### config.mk
export PLATFORM = sky130hd
export DESIGN_NAME = spi_master
export DESIGN_NICKNAME = d
export VERILOG_FILES = /design/src/rtl/spi_pkg.sv /design/src/rtl/rx_buf_if.sv /design/src/rtl/spi_master.sv /design/src/rtl/rx_fifo.sv /design/src/rtl/baud_gen.sv
export SDC_FILE = /design/constraint.sdc
export NUM_CORES = 1
export LEC_CHECK = 0
export BUFFER_PORTS_ARGS = -buffer_cell sky130_fd_sc_hd__buf_2
export CORE_MARGIN = 8
export CORE_UTILIZATION = 35
export DETAILED_ROUTE_END_ITERATION = 8
export SLEW_MARGIN = 20
export SYNTH_ARGS = -nofsm -noshare
export SYNTH_HDL_FRONTEND = slang
export SYNTH_SLANG_ARGS = --single-unit
### constraint.sdc
create_clock -name aclk -period 5.85 [get_ports aclk]
set_input_delay 0.585 -clock aclk [delete_from_list [all_inputs] [get_ports aclk]]
set_output_delay 0.585 -clock aclk [all_outputs]
set_load 0.05 [all_outputs]
### src/rtl/spi_pkg.sv
// constants, register map and types for the serial port in master spi mode
package spi_pkg;
  // register byte offsets
  localparam logic [7:0] OFF_DATA = 8'h00;
  localparam logic [7:0] OFF_STATUS = 8'h04;
  localparam logic [7:0] OFF_CTRL = 8'h08;
  localparam logic [7:0] OFF_MODE = 8'h0C;
  localparam logic [7:0] OFF_BAUD = 8'h10;
  localparam logic [7:0] OFF_GIE = 8'h14;
  // status fields
  localparam int ST_RX_DONE = 7;
  localparam int ST_TX_DONE = 6;
  localparam int ST_BUF_EMPTY = 5;
  // control fields
  localparam int CT_RX_IE = 7;
  localparam int CT_TX_IE = 6;
  localparam int CT_EMPTY_IE = 5;
  localparam int CT_RX_EN = 4;
  localparam int CT_TX_EN = 3;
  localparam logic [7:0] CTRL_RESET = 8'h06;
  // mode fields
  localparam int MD_SEL_LO = 6;
  localparam int MD_ORDER = 2;
  localparam int MD_PHASE = 1;
  localparam int MD_POL = 0;
  localparam logic [7:0] MODE_RESET = 8'h06;
  localparam logic [7:0] MODE_RW_MASK = 8'hC7;
  localparam logic [1:0] SEL_MASTER_SPI = 2'h3;
  localparam logic [11:0] BAUD_RESET = 12'h000;
  // frame shape: eight bits, two clock edges each
  localparam logic [3:0] LAST_EDGE = 4'hF;
  // axi responses
  localparam logic [1:0] RESP_OKAY = 2'h0;
  localparam logic [1:0] RESP_SLVERR = 2'h2;
  typedef enum logic {ENG_IDLE, ENG_SHIFT} eng_state_t;
endpackage

### src/rtl/rx_buf_if.sv
// carrier between the shift engine and the receive buffer
`timescale 1ns/1ps
interface rx_buf_if #(parameter int WIDTH = 8);
  logic push;
  logic [WIDTH-1:0] wdata;
  logic full;
  logic pop;
  logic flush;
  logic [WIDTH-1:0] rdata;
  logic valid;
  modport engine (output push, wdata, pop, flush, input full, rdata, valid);
  modport buffer (input push, wdata, pop, flush, output full, rdata, valid);
endinterface

### src/rtl/spi_master.sv
// serial port used as a master-only spi engine, with axi4-lite registers
//
// Added by the designer: the placing of the registers and the AXI4-Lite interface to the registers.
`timescale 1ns/1ps
module spi_master #(
  parameter int RX_DEPTH = 2
) (
  // clock and reset
  input wire logic aclk,
  input wire logic aresetn,
  // axi4-lite write
  input wire logic [7:0] s_axi_awaddr,
  input wire logic s_axi_awvalid,
  output logic s_axi_awready,
  input wire logic [31:0] s_axi_wdata,
  input wire logic [3:0] s_axi_wstrb,
  input wire logic s_axi_wvalid,
  output logic s_axi_wready,
  output logic [1:0] s_axi_bresp,
  output logic s_axi_bvalid,
  input wire logic s_axi_bready,
  // axi4-lite read
  input wire logic [7:0] s_axi_araddr,
  input wire logic s_axi_arvalid,
  output logic s_axi_arready,
  output logic [31:0] s_axi_rdata,
  output logic [1:0] s_axi_rresp,
  output logic s_axi_rvalid,
  input wire logic s_axi_rready,
  // spi pins
  output logic sclk_o,
  output logic sclk_oe,
  output logic mosi_o,
  output logic mosi_oe,
  input wire logic miso_i,
  output logic miso_used,
  // interrupt requests and service acknowledge
  output logic irq_rx_done,
  output logic irq_tx_done,
  output logic irq_buf_empty,
  input wire logic tx_done_ack
);
  rx_buf_if #(.WIDTH(8)) rb ();
  rx_fifo #(.DEPTH(RX_DEPTH)) u_rx_fifo (.aclk(aclk), .aresetn(aresetn), .rb(rb));

  // axi state
  logic [7:0] awaddr_q, awaddr_d;
  logic aw_v_q, aw_v_d, w_v_q, w_v_d, bvalid_q, bvalid_d, rvalid_q, rvalid_d;
  logic [31:0] wdata_q, wdata_d, rdata_q, rdata_d;
  logic [3:0] wstrb_q, wstrb_d;
  logic [1:0] bresp_q, bresp_d, rresp_q, rresp_d;
  // registers and engine state
  logic [7:0] ctrl_q, ctrl_d, mode_q, mode_d, txbuf_q, txbuf_d, txs_q, txs_d, rxs_q, rxs_d;
  logic [7:0] hold_q, hold_d;
  logic [11:0] baud_q, baud_d;
  logic gie_q, gie_d, tx_done_q, tx_done_d, txfull_q, txfull_d, hold_v_q, hold_v_d;
  logic sclk_q, sclk_d;
  logic [3:0] edge_q, edge_d;
  spi_pkg::eng_state_t state_q, state_d;
  logic miso_s1_q, miso_s2_q;
  // helpers
  logic wr_fire, rd_fire, tick, run, tx_active, frame_done, lsb_first, cpha, lead;
  logic [7:0] status, rd_val, rx_new;
  logic rd_ok;

  assign lsb_first = mode_q[spi_pkg::MD_ORDER];
  assign cpha = mode_q[spi_pkg::MD_PHASE];
  // pending and ongoing work keeps the transmitter alive after disable
  assign tx_active = ctrl_q[spi_pkg::CT_TX_EN] || state_q == spi_pkg::ENG_SHIFT || txfull_q;
  assign run = tx_active && mode_q[7:6] == spi_pkg::SEL_MASTER_SPI;
  // the three receiver error positions stay zero, as do 4:0
  assign status = {rb.valid, tx_done_q, !txfull_q, 5'h00};

  baud_gen #(.DIV_W(12)) u_baud (
    .aclk(aclk),
    .aresetn(aresetn),
    .run(run && state_q == spi_pkg::ENG_SHIFT),
    .div(baud_q),
    .tick(tick)
  );

  // miso passes two flops before the sampler
  always_ff @(posedge aclk) begin
    if (!aresetn) begin
      miso_s1_q <= 1'b0;
      miso_s2_q <= 1'b0;
    end else begin
      miso_s1_q <= miso_i;
      miso_s2_q <= miso_s1_q;
    end
  end

  // pins: clock idles at polarity; no select pin exists
  assign sclk_o = sclk_q;
  assign sclk_oe = tx_active;
  assign mosi_o = lsb_first ? txs_q[0] : txs_q[7];
  assign mosi_oe = tx_active;
  assign miso_used = ctrl_q[spi_pkg::CT_RX_EN];
  assign irq_rx_done = ctrl_q[spi_pkg::CT_RX_IE] && gie_q && rb.valid;
  assign irq_tx_done = ctrl_q[spi_pkg::CT_TX_IE] && gie_q && tx_done_q;
  assign irq_buf_empty = ctrl_q[spi_pkg::CT_EMPTY_IE] && gie_q && !txfull_q;

  // axi handshakes: one write and one read in flight
  assign s_axi_awready = !aw_v_q && !bvalid_q;
  assign s_axi_wready = !w_v_q && !bvalid_q;
  assign s_axi_arready = !rvalid_q;
  assign s_axi_bvalid = bvalid_q;
  assign s_axi_bresp = bresp_q;
  assign s_axi_rvalid = rvalid_q;
  assign s_axi_rdata = rdata_q;
  assign s_axi_rresp = rresp_q;
  assign wr_fire = aw_v_q && w_v_q && !bvalid_q;
  assign rd_fire = s_axi_arvalid && !rvalid_q;

  // read mux; reading data is the only read with a side effect (pop)
  always_comb begin
    rd_ok = 1'b1;
    case (s_axi_araddr)
      spi_pkg::OFF_DATA: rd_val = rb.rdata;
      spi_pkg::OFF_STATUS: rd_val = status;
      spi_pkg::OFF_CTRL: rd_val = {ctrl_q[7:3], spi_pkg::CTRL_RESET[2:0]};
      spi_pkg::OFF_MODE: rd_val = mode_q;
      spi_pkg::OFF_BAUD: rd_val = baud_q[7:0];
      spi_pkg::OFF_GIE: rd_val = {7'h00, gie_q};
      default: begin
        rd_val = 8'h00;
        rd_ok = 1'b0;
      end
    endcase
  end

  // axi channel next state
  always_comb begin
    awaddr_d = awaddr_q;
    aw_v_d = aw_v_q;
    wdata_d = wdata_q;
    wstrb_d = wstrb_q;
    w_v_d = w_v_q;
    bvalid_d = bvalid_q;
    bresp_d = bresp_q;
    rvalid_d = rvalid_q;
    rdata_d = rdata_q;
    rresp_d = rresp_q;
    if (s_axi_awvalid && s_axi_awready) begin
      awaddr_d = s_axi_awaddr;
      aw_v_d = 1'b1;
    end
    if (s_axi_wvalid && s_axi_wready) begin
      wdata_d = s_axi_wdata;
      wstrb_d = s_axi_wstrb;
      w_v_d = 1'b1;
    end
    if (wr_fire) begin
      aw_v_d = 1'b0;
      w_v_d = 1'b0;
      bvalid_d = 1'b1;
      bresp_d = (awaddr_q <= spi_pkg::OFF_GIE && awaddr_q[1:0] == 2'h0) ?
                spi_pkg::RESP_OKAY : spi_pkg::RESP_SLVERR;
    end else if (bvalid_q && s_axi_bready) begin
      bvalid_d = 1'b0;
    end
    if (rd_fire) begin
      rvalid_d = 1'b1;
      rdata_d = s_axi_araddr == spi_pkg::OFF_BAUD ? {20'h00000, baud_q} : {24'h000000, rd_val};
      rresp_d = rd_ok ? spi_pkg::RESP_OKAY : spi_pkg::RESP_SLVERR;
    end else if (rvalid_q && s_axi_rready) begin
      rvalid_d = 1'b0;
    end
  end

  always_ff @(posedge aclk) begin
    if (!aresetn) begin
      awaddr_q <= 8'h00;
      aw_v_q <= 1'b0;
      wdata_q <= 32'h00000000;
      wstrb_q <= 4'h0;
      w_v_q <= 1'b0;
      bvalid_q <= 1'b0;
      bresp_q <= spi_pkg::RESP_OKAY;
      rvalid_q <= 1'b0;
      rdata_q <= 32'h00000000;
      rresp_q <= spi_pkg::RESP_OKAY;
    end else begin
      awaddr_q <= awaddr_d;
      aw_v_q <= aw_v_d;
      wdata_q <= wdata_d;
      wstrb_q <= wstrb_d;
      w_v_q <= w_v_d;
      bvalid_q <= bvalid_d;
      bresp_q <= bresp_d;
      rvalid_q <= rvalid_d;
      rdata_q <= rdata_d;
      rresp_q <= rresp_d;
    end
  end

  // receive byte as it will look after a sample on this tick
  assign lead = !edge_q[0];
  assign frame_done = state_q == spi_pkg::ENG_SHIFT && tick && edge_q == spi_pkg::LAST_EDGE;
  assign rx_new = lsb_first ? {miso_s2_q, rxs_q[7:1]} : {rxs_q[6:0], miso_s2_q};

  // registers, shift engine and receive staging
  always_comb begin
    ctrl_d = ctrl_q;
    mode_d = mode_q;
    baud_d = baud_q;
    gie_d = gie_q;
    txbuf_d = txbuf_q;
    txfull_d = txfull_q;
    tx_done_d = tx_done_q;
    state_d = state_q;
    txs_d = txs_q;
    rxs_d = rxs_q;
    edge_d = edge_q;
    sclk_d = sclk_q;
    hold_d = hold_q;
    hold_v_d = hold_v_q;
    rb.push = 1'b0;
    rb.wdata = rx_new;
    rb.pop = rd_fire && s_axi_araddr == spi_pkg::OFF_DATA;
    rb.flush = !ctrl_q[spi_pkg::CT_RX_EN];
    // clear first so that a same-cycle completion wins
    if (tx_done_ack) begin
      tx_done_d = 1'b0;
    end
    if (wr_fire && wstrb_q[0]) begin
      case (awaddr_q)
        spi_pkg::OFF_DATA: begin
          // writes while disabled or full are dropped; software polls empty
          if (ctrl_q[spi_pkg::CT_TX_EN] && !txfull_q) begin
            txbuf_d = wdata_q[7:0];
            txfull_d = 1'b1;
          end
        end
        spi_pkg::OFF_STATUS: begin
          if (wdata_q[spi_pkg::ST_TX_DONE]) begin
            tx_done_d = 1'b0;
          end
        end
        spi_pkg::OFF_CTRL: ctrl_d = {wdata_q[7:3], spi_pkg::CTRL_RESET[2:0]};
        spi_pkg::OFF_MODE: mode_d = wdata_q[7:0] & spi_pkg::MODE_RW_MASK;
        spi_pkg::OFF_BAUD: baud_d[7:0] = wdata_q[7:0];
        spi_pkg::OFF_GIE: gie_d = wdata_q[0];
        default: ;
      endcase
    end
    if (wr_fire && wstrb_q[1] && awaddr_q == spi_pkg::OFF_BAUD) begin
      baud_d[11:8] = wdata_q[11:8];
    end
    // held byte drains into the buffer once room appears
    if (hold_v_q && !rb.full) begin
      rb.push = 1'b1;
      rb.wdata = hold_q;
      hold_v_d = 1'b0;
    end
    case (state_q)
      spi_pkg::ENG_IDLE: begin
        sclk_d = mode_q[spi_pkg::MD_POL];
        if (txfull_q && run) begin
          txs_d = txbuf_q;
          txfull_d = 1'b0;
          edge_d = 4'h0;
          state_d = spi_pkg::ENG_SHIFT;
        end
      end
      spi_pkg::ENG_SHIFT: begin
        if (tick) begin
          sclk_d = !sclk_q;
          edge_d = edge_q + 1'b1;
          // sample on leading edge for phase 0, trailing for phase 1
          if (lead ^ cpha) begin
            rxs_d = rx_new;
          end else if (edge_q != 4'h0) begin
            txs_d = lsb_first ? {1'b0, txs_q[7:1]} : {txs_q[6:0], 1'b0};
          end
        end
        if (frame_done) begin
          if (ctrl_q[spi_pkg::CT_RX_EN]) begin
            // a full buffer refuses the byte; it waits in hold, overwritten by newer
            if (!hold_v_q && !rb.full) begin
              rb.push = 1'b1;
              rb.wdata = cpha ? rx_new : rxs_q; // phase 0 took its last bit an edge ago
            end else begin
              hold_d = cpha ? rx_new : rxs_q;
              hold_v_d = 1'b1;
            end
          end
          if (txfull_q && run) begin
            txs_d = txbuf_q;
            txfull_d = 1'b0;
            edge_d = 4'h0;
          end else begin
            state_d = spi_pkg::ENG_IDLE;
            tx_done_d = 1'b1;
          end
        end
      end
      default: state_d = spi_pkg::ENG_IDLE;
    endcase
    if (!ctrl_q[spi_pkg::CT_RX_EN]) begin
      hold_v_d = 1'b0;
    end
  end

  always_ff @(posedge aclk) begin
    if (!aresetn) begin
      ctrl_q <= spi_pkg::CTRL_RESET;
      mode_q <= spi_pkg::MODE_RESET;
      baud_q <= spi_pkg::BAUD_RESET;
      gie_q <= 1'b0;
      txbuf_q <= 8'h00;
      txfull_q <= 1'b0;
      tx_done_q <= 1'b0;
      state_q <= spi_pkg::ENG_IDLE;
      txs_q <= 8'h00;
      rxs_q <= 8'h00;
      edge_q <= 4'h0;
      sclk_q <= 1'b0;
      hold_q <= 8'h00;
      hold_v_q <= 1'b0;
    end else begin
      ctrl_q <= ctrl_d;
      mode_q <= mode_d;
      baud_q <= baud_d;
      gie_q <= gie_d;
      txbuf_q <= txbuf_d;
      txfull_q <= txfull_d;
      tx_done_q <= tx_done_d;
      state_q <= state_d;
      txs_q <= txs_d;
      rxs_q <= rxs_d;
      edge_q <= edge_d;
      sclk_q <= sclk_d;
      hold_q <= hold_d;
      hold_v_q <= hold_v_d;
    end
  end
endmodule

### src/rtl/rx_fifo.sv
// small receive buffer; new bytes are refused while full
`timescale 1ns/1ps
module rx_fifo #(
  parameter int DEPTH = 2
) (
  // clock and reset
  input wire logic aclk,
  input wire logic aresetn,
  // buffer side of the carrier
  rx_buf_if.buffer rb
);
  localparam int AW = $clog2(DEPTH);
  logic [rb.WIDTH-1:0] mem_q [DEPTH];
  logic [rb.WIDTH-1:0] mem_d [DEPTH];
  logic [AW:0] cnt_q, cnt_d;
  logic [AW-1:0] rd_q, rd_d, wr_q, wr_d;

  assign rb.full = (cnt_q == (AW+1)'(DEPTH));
  assign rb.valid = (cnt_q != '0);
  assign rb.rdata = mem_q[rd_q];

  // pointers wrap at the depth; flush drops everything
  always_comb begin
    mem_d = mem_q;
    cnt_d = cnt_q;
    rd_d = rd_q;
    wr_d = wr_q;
    if (rb.flush) begin
      cnt_d = '0;
      rd_d = '0;
      wr_d = '0;
    end else begin
      if (rb.push && !rb.full) begin
        mem_d[wr_q] = rb.wdata;
        wr_d = (wr_q == AW'(DEPTH-1)) ? '0 : wr_q + 1'b1;
        cnt_d = cnt_d + 1'b1;
      end
      if (rb.pop && rb.valid) begin
        rd_d = (rd_q == AW'(DEPTH-1)) ? '0 : rd_q + 1'b1;
        cnt_d = cnt_d - 1'b1;
      end
    end
  end

  always_ff @(posedge aclk) begin
    if (!aresetn) begin
      cnt_q <= '0;
      rd_q <= '0;
      wr_q <= '0;
    end else begin
      cnt_q <= cnt_d;
      rd_q <= rd_d;
      wr_q <= wr_d;
    end
  end

  // storage needs no reset, occupancy guards it
  always_ff @(posedge aclk) begin
    mem_q <= mem_d;
  end
endmodule

### src/rtl/baud_gen.sv
// half-period tick generator for the serial clock
`timescale 1ns/1ps
module baud_gen #(
  parameter int DIV_W = 12
) (
  // clock and reset
  input wire logic aclk,
  input wire logic aresetn,
  // control
  input wire logic run,
  input wire logic [DIV_W-1:0] div,
  // one-cycle tick every div+1 cycles while running
  output logic tick
);
  logic [DIV_W-1:0] cnt_q, cnt_d;

  // counter restarts while stopped so a new frame gets a full half period
  always_comb begin
    tick = run && (cnt_q == div);
    if (!run || tick) begin
      cnt_d = '0;
    end else begin
      cnt_d = cnt_q + 1'b1;
    end
  end

  always_ff @(posedge aclk) begin
    if (!aresetn) begin
      cnt_q <= '0;
    end else begin
      cnt_q <= cnt_d;
    end
  end
endmodule

==> metrics.md <==
| Metric | Value |
|---|---|
| Total of flip-flops plus latches after synthesis | 138 |
| Setup repair after global routing missed its margin | false |
| Dominant cell by count in the synthesized netlist | sky130_fd_sc_hd__dfxtp_1 |
| Boundary pin count | 110 |
| Cell type with the highest aggregate area in the netlist | sky130_fd_sc_hd__dfxtp_1 |
| CTS root buf | sky130_fd_sc_hd__clkbuf_16 |
| Most used DFF post-synth | sky130_fd_sc_hd__dfxtp_1 |
| Detail-routed net length per standard cell | 16.1 um |
| Synthesized area | 6680 um2 |
| Result of the run | finished, final reports clean |
| Post-CTS Repair Setup Buffers | 0 |
| Critical path capture point type | flop |
| Number of placement rows | 50 |
| IR drop worst, VDD | 0.197 mV |
| Global-route wire length before repair | 26800 um |
| Share of final-layout standard cells stronger than drive strength 1 | 16.4% |
| Type of the setup path with the least slack | reg2reg |
| Synth Instances | 737 |
| Proportion of register bits with asynchronous set or reset after synthesis | 0% |
| Final count of pins violating max slew | 0 |
| Achievable clock frequency | 361 MHz |
| Hold depth | 2 |
| Least-Margin Pin Slew | 1.05 ns |
| Number of cells on the worst reg-to-reg path | 6 |
| Cell with the biggest individual delay on the critical path | sky130_fd_sc_hd__o21ai_0 |
| Max Fanout on Critical Path | 16 |
| Element type at the critical path start | flop |
| Fraction of the yosys area taken by sequential cells | 43.7% |
| Crit path required time | 6.01 ns |
| Cell area power density | 293 nW/um2 |
| Critical-path cell list | ha_1 > and3_1 > nand4_4 > nor4_4 > nand2_1 > o21ai_0 |
| Highest cell delay on the worst timing path | 0.53 ns |
| Number of DRC markers after the initial detailed-route iteration | 254 |
| Total design power | 2.24 mW |
| Static leakage power | 3.06 nW |
| Hold Buf Count CTS | 0 |
| Class of the worst hold path | in2reg |
| Number of nets in the finished design | 845 |
| Longest Clk Path Bufs | 2 |
| CTS clock-pin slew for the worst setup and hold paths | 0.06 ns |
| Main area contributors after synthesis | sky130_fd_sc_hd__dfxtp_1, sky130_fd_sc_hd__mux2i_1, sky130_fd_sc_hd__edfxtp_1 |
| FF-to-FF Start | edge_q[0]$_SDFFE_PN0P_ |
| CTS Buf Count | 17 |
| Number of max-capacitance violations reported | 0 |
| Placed insts | 994 |
| Die boundary width | 154 um |
| TritonCTS clock tree | yes |
| Source-to-sink clock delay at the later pin of the worst-skew pair | 0.42 ns |
| Via count of the first global-routing pass | 4836 |
| Headroom to the max-slew limit | 29.9% |
| Gp weighted congestion | 0.796 |
| Total Die Area | 23800 um2 |
| Count of different cell masters after synthesis | 73 |
| # DRC | 0 |
| Die height | 154 um |
| Worst Path Arrival | 2.93 ns |
| Startpoint of the worst setup timing path | edge_q[0]$_SDFFE_PN0P_ |
| Initial core utilization | 35.7% |
| Overall global routing resource usage | 14.2% |
| Core ar. | 18700 um2 |
| Synthesis Warnings | 0 |
| Final hold violation count | 0 |
| Hold-critical path endpoint | s_axi_rvalid$_SDFFE_PN0P_ |
| Total iterations of the first detailed-routing run | 5 |
| Largest net degree at the start of global routing | 81 |
| Number of antenna violations at the first check in global routing | 0 |
| Sink count of the clock tree | 138 |
| Worst R2R Setup Slack | 3.08 ns |
| Final cycle utilization of the critical path | 47.4% |
| Area growth syn-to-layout | 14.4% |
| Grt ovf | 0 |
| Synthesized area per cell | 9.07 um2 |
| Final Critical Period | 2.77 ns |
| Area share of the leading cell type in the synthesized netlist | 36.5% |
| FF-to-FF End | u_rx_fifo.mem_q[15]$_DFFE_PP_ |
| Fin cells | 1026 |
| Ratio of routed vias to standard cells | 5.02 |
| ANT nets after route | 0 |
| Top cells by count, synth | sky130_fd_sc_hd__dfxtp_1, sky130_fd_sc_hd__nand2_1, sky130_fd_sc_hd__nor2_1, sky130_fd_sc_hd__a21oi_1, sky130_fd_sc_hd__mux2i_1 |
| DP Wirelength | 11600 um |
| Via Count | 5154 |
| EDFF count, synth | 16 |
| Fin Clk Skew | 0.0115 ns |
| Final Routed Wirelength | 16500 um |
| # H-tree levels | 4 |
| Resized Gates After CTS | 0 |
| # diodes | 0 |
| Buffers on Ports | 65 |
| HP Start | s_axi_rready |
| Final-report setup violation count | 0 |
| Accumulated negative setup slack | 0 ns |
## cells by family (layout without fill, tap and decap cells)
family                   after synthesis  in the layout  share of synthesized area [%]
flip-flops                           138            138                           43.7
AO/OA/AOI/OAI                        148            148                           13.7
buffers and inverters                 88            122                           6.87
other                                  1             22                         0.0561
AND/OR/NAND/NOR                      260            260                           19.5
XOR/XNOR                              27             27                           4.21
adder cells (fa/ha/maj)                5              5                          0.936
multiplexers                          70             70                           11.0
## where the power goes
group	leakage (nW)	total, mW	internal (mW)	switching (mW)
Clock	0.296	1.12	0.701	0.418
Sequential	1.14	0.986	0.970	0.0162
Combinational	1.62	0.132	0.0295	0.103
Total	3.06	2.24	1.70	0.537
## worst max-delay path, delay by kind of cell (launching register included)
family	cells	cell delay (ns)
flip-flops	1	0.40
adder cells (fa/ha/maj)	1	0.21
AO/OA/AOI/OAI	1	0.53
AND/OR/NAND/NOR	4	1.38
## metrics by stage
step / setup WS (ns) / util, % / hold WS [ns] / cell area (um2)
floorplan: 3.30 / - / 0.412 / 6760
global placement: 3.04 / 37.6 / 0.417 / 7030
detailed placement: 2.99 / 37.6 / 0.420 / 7030
CTS: 3.00 / 40.9 / 0.326 / 7640
global route: 2.80 / 40.9 / 0.344 / 7640
finish: 3.08 / 40.9 / 0.344 / 7640
## flip-flops by register name, summed over array words and instances (netlist names), 2 cells and up
name / count
txbuf_q: 8
rxs_q: 8
u_rx_fifo.mem_q: 16
edge_q: 4
mode_q: 5
wdata_q: 12
s_axi_rdata: 12
hold_q: 8
baud_q: 12
awaddr_q: 8
ctrl_q: 5
u_rx_fifo.cnt_q: 2
u_baud.cnt_q: 12
txs_q: 8
wstrb_q: 2
## worst max path at each step
| stage | end | slack (ns) |
|---|---|---|
| after floorplan | u_rx_fifo.mem_q[10]$_DFFE_PP_ | 3.30 |
| after global placement | u_rx_fifo.mem_q[15]$_DFFE_PP_ | 3.04 |
| after detailed placement | u_rx_fifo.mem_q[15]$_DFFE_PP_ | 2.99 |
| after CTS | u_rx_fifo.mem_q[15]$_DFFE_PP_ | 3.00 |
| after global routing | u_rx_fifo.mem_q[7]$_DFFE_PP_ | 2.80 |
| final | u_rx_fifo.mem_q[15]$_DFFE_PP_ | 3.08 |
## area by class of cell
cell class	count	area, um2
clock inverter	9	106
inverter	22	82.6
multi-input combinational	532	3380
timing repair buffer	68	348
sequential	138	2920
clock buffer	23	510
fill	1896	11100
tap	234	293
## layer usage
layer	GRT usage (%)	part of all wire, %
met4	5.09	1.7
met2	22.2	47
met1	18.3	46
met3	4.21	5.1
met5	0	0
## cell usage in the layout, fill, tap and decap left out, types with 3 or more instances in the layout
master                       synthesis  final
sky130_fd_sc_hd__a211o_1             3      3
sky130_fd_sc_hd__a211oi_1           15     15
sky130_fd_sc_hd__a21oi_1            59     59
sky130_fd_sc_hd__a22oi_1             5      5
sky130_fd_sc_hd__a31oi_1             3      3
sky130_fd_sc_hd__and2_1             11     11
sky130_fd_sc_hd__and3_1              6      6
sky130_fd_sc_hd__buf_2               6     65
sky130_fd_sc_hd__buf_4              25      3
sky130_fd_sc_hd__clkbuf_16           0     19
sky130_fd_sc_hd__clkinv_2            0      3
sky130_fd_sc_hd__clkinvlp_4          0      3
sky130_fd_sc_hd__conb_1              1     22
sky130_fd_sc_hd__dfxtp_1           122    122
sky130_fd_sc_hd__edfxtp_1           16     16
sky130_fd_sc_hd__ha_1                5      5
sky130_fd_sc_hd__inv_1              21     21
sky130_fd_sc_hd__mux2_1              6      6
sky130_fd_sc_hd__mux2_2              8      8
sky130_fd_sc_hd__mux2i_1            55     55
sky130_fd_sc_hd__nand2_1           103    103
sky130_fd_sc_hd__nand3_1            20     20
sky130_fd_sc_hd__nand4_1             4      4
sky130_fd_sc_hd__nand4_4             3      3
sky130_fd_sc_hd__nor2_1             71     71
sky130_fd_sc_hd__nor2b_1             7      7
sky130_fd_sc_hd__nor3_1              3      3
sky130_fd_sc_hd__o211ai_1            9      9
sky130_fd_sc_hd__o21ai_0            32     32
sky130_fd_sc_hd__o32ai_1             4      4
sky130_fd_sc_hd__or3_1               3      3
sky130_fd_sc_hd__xnor2_1            13     13
sky130_fd_sc_hd__xnor2_2             6      6
sky130_fd_sc_hd__xor2_1              8      8
(Power assumes the default switching activity.)
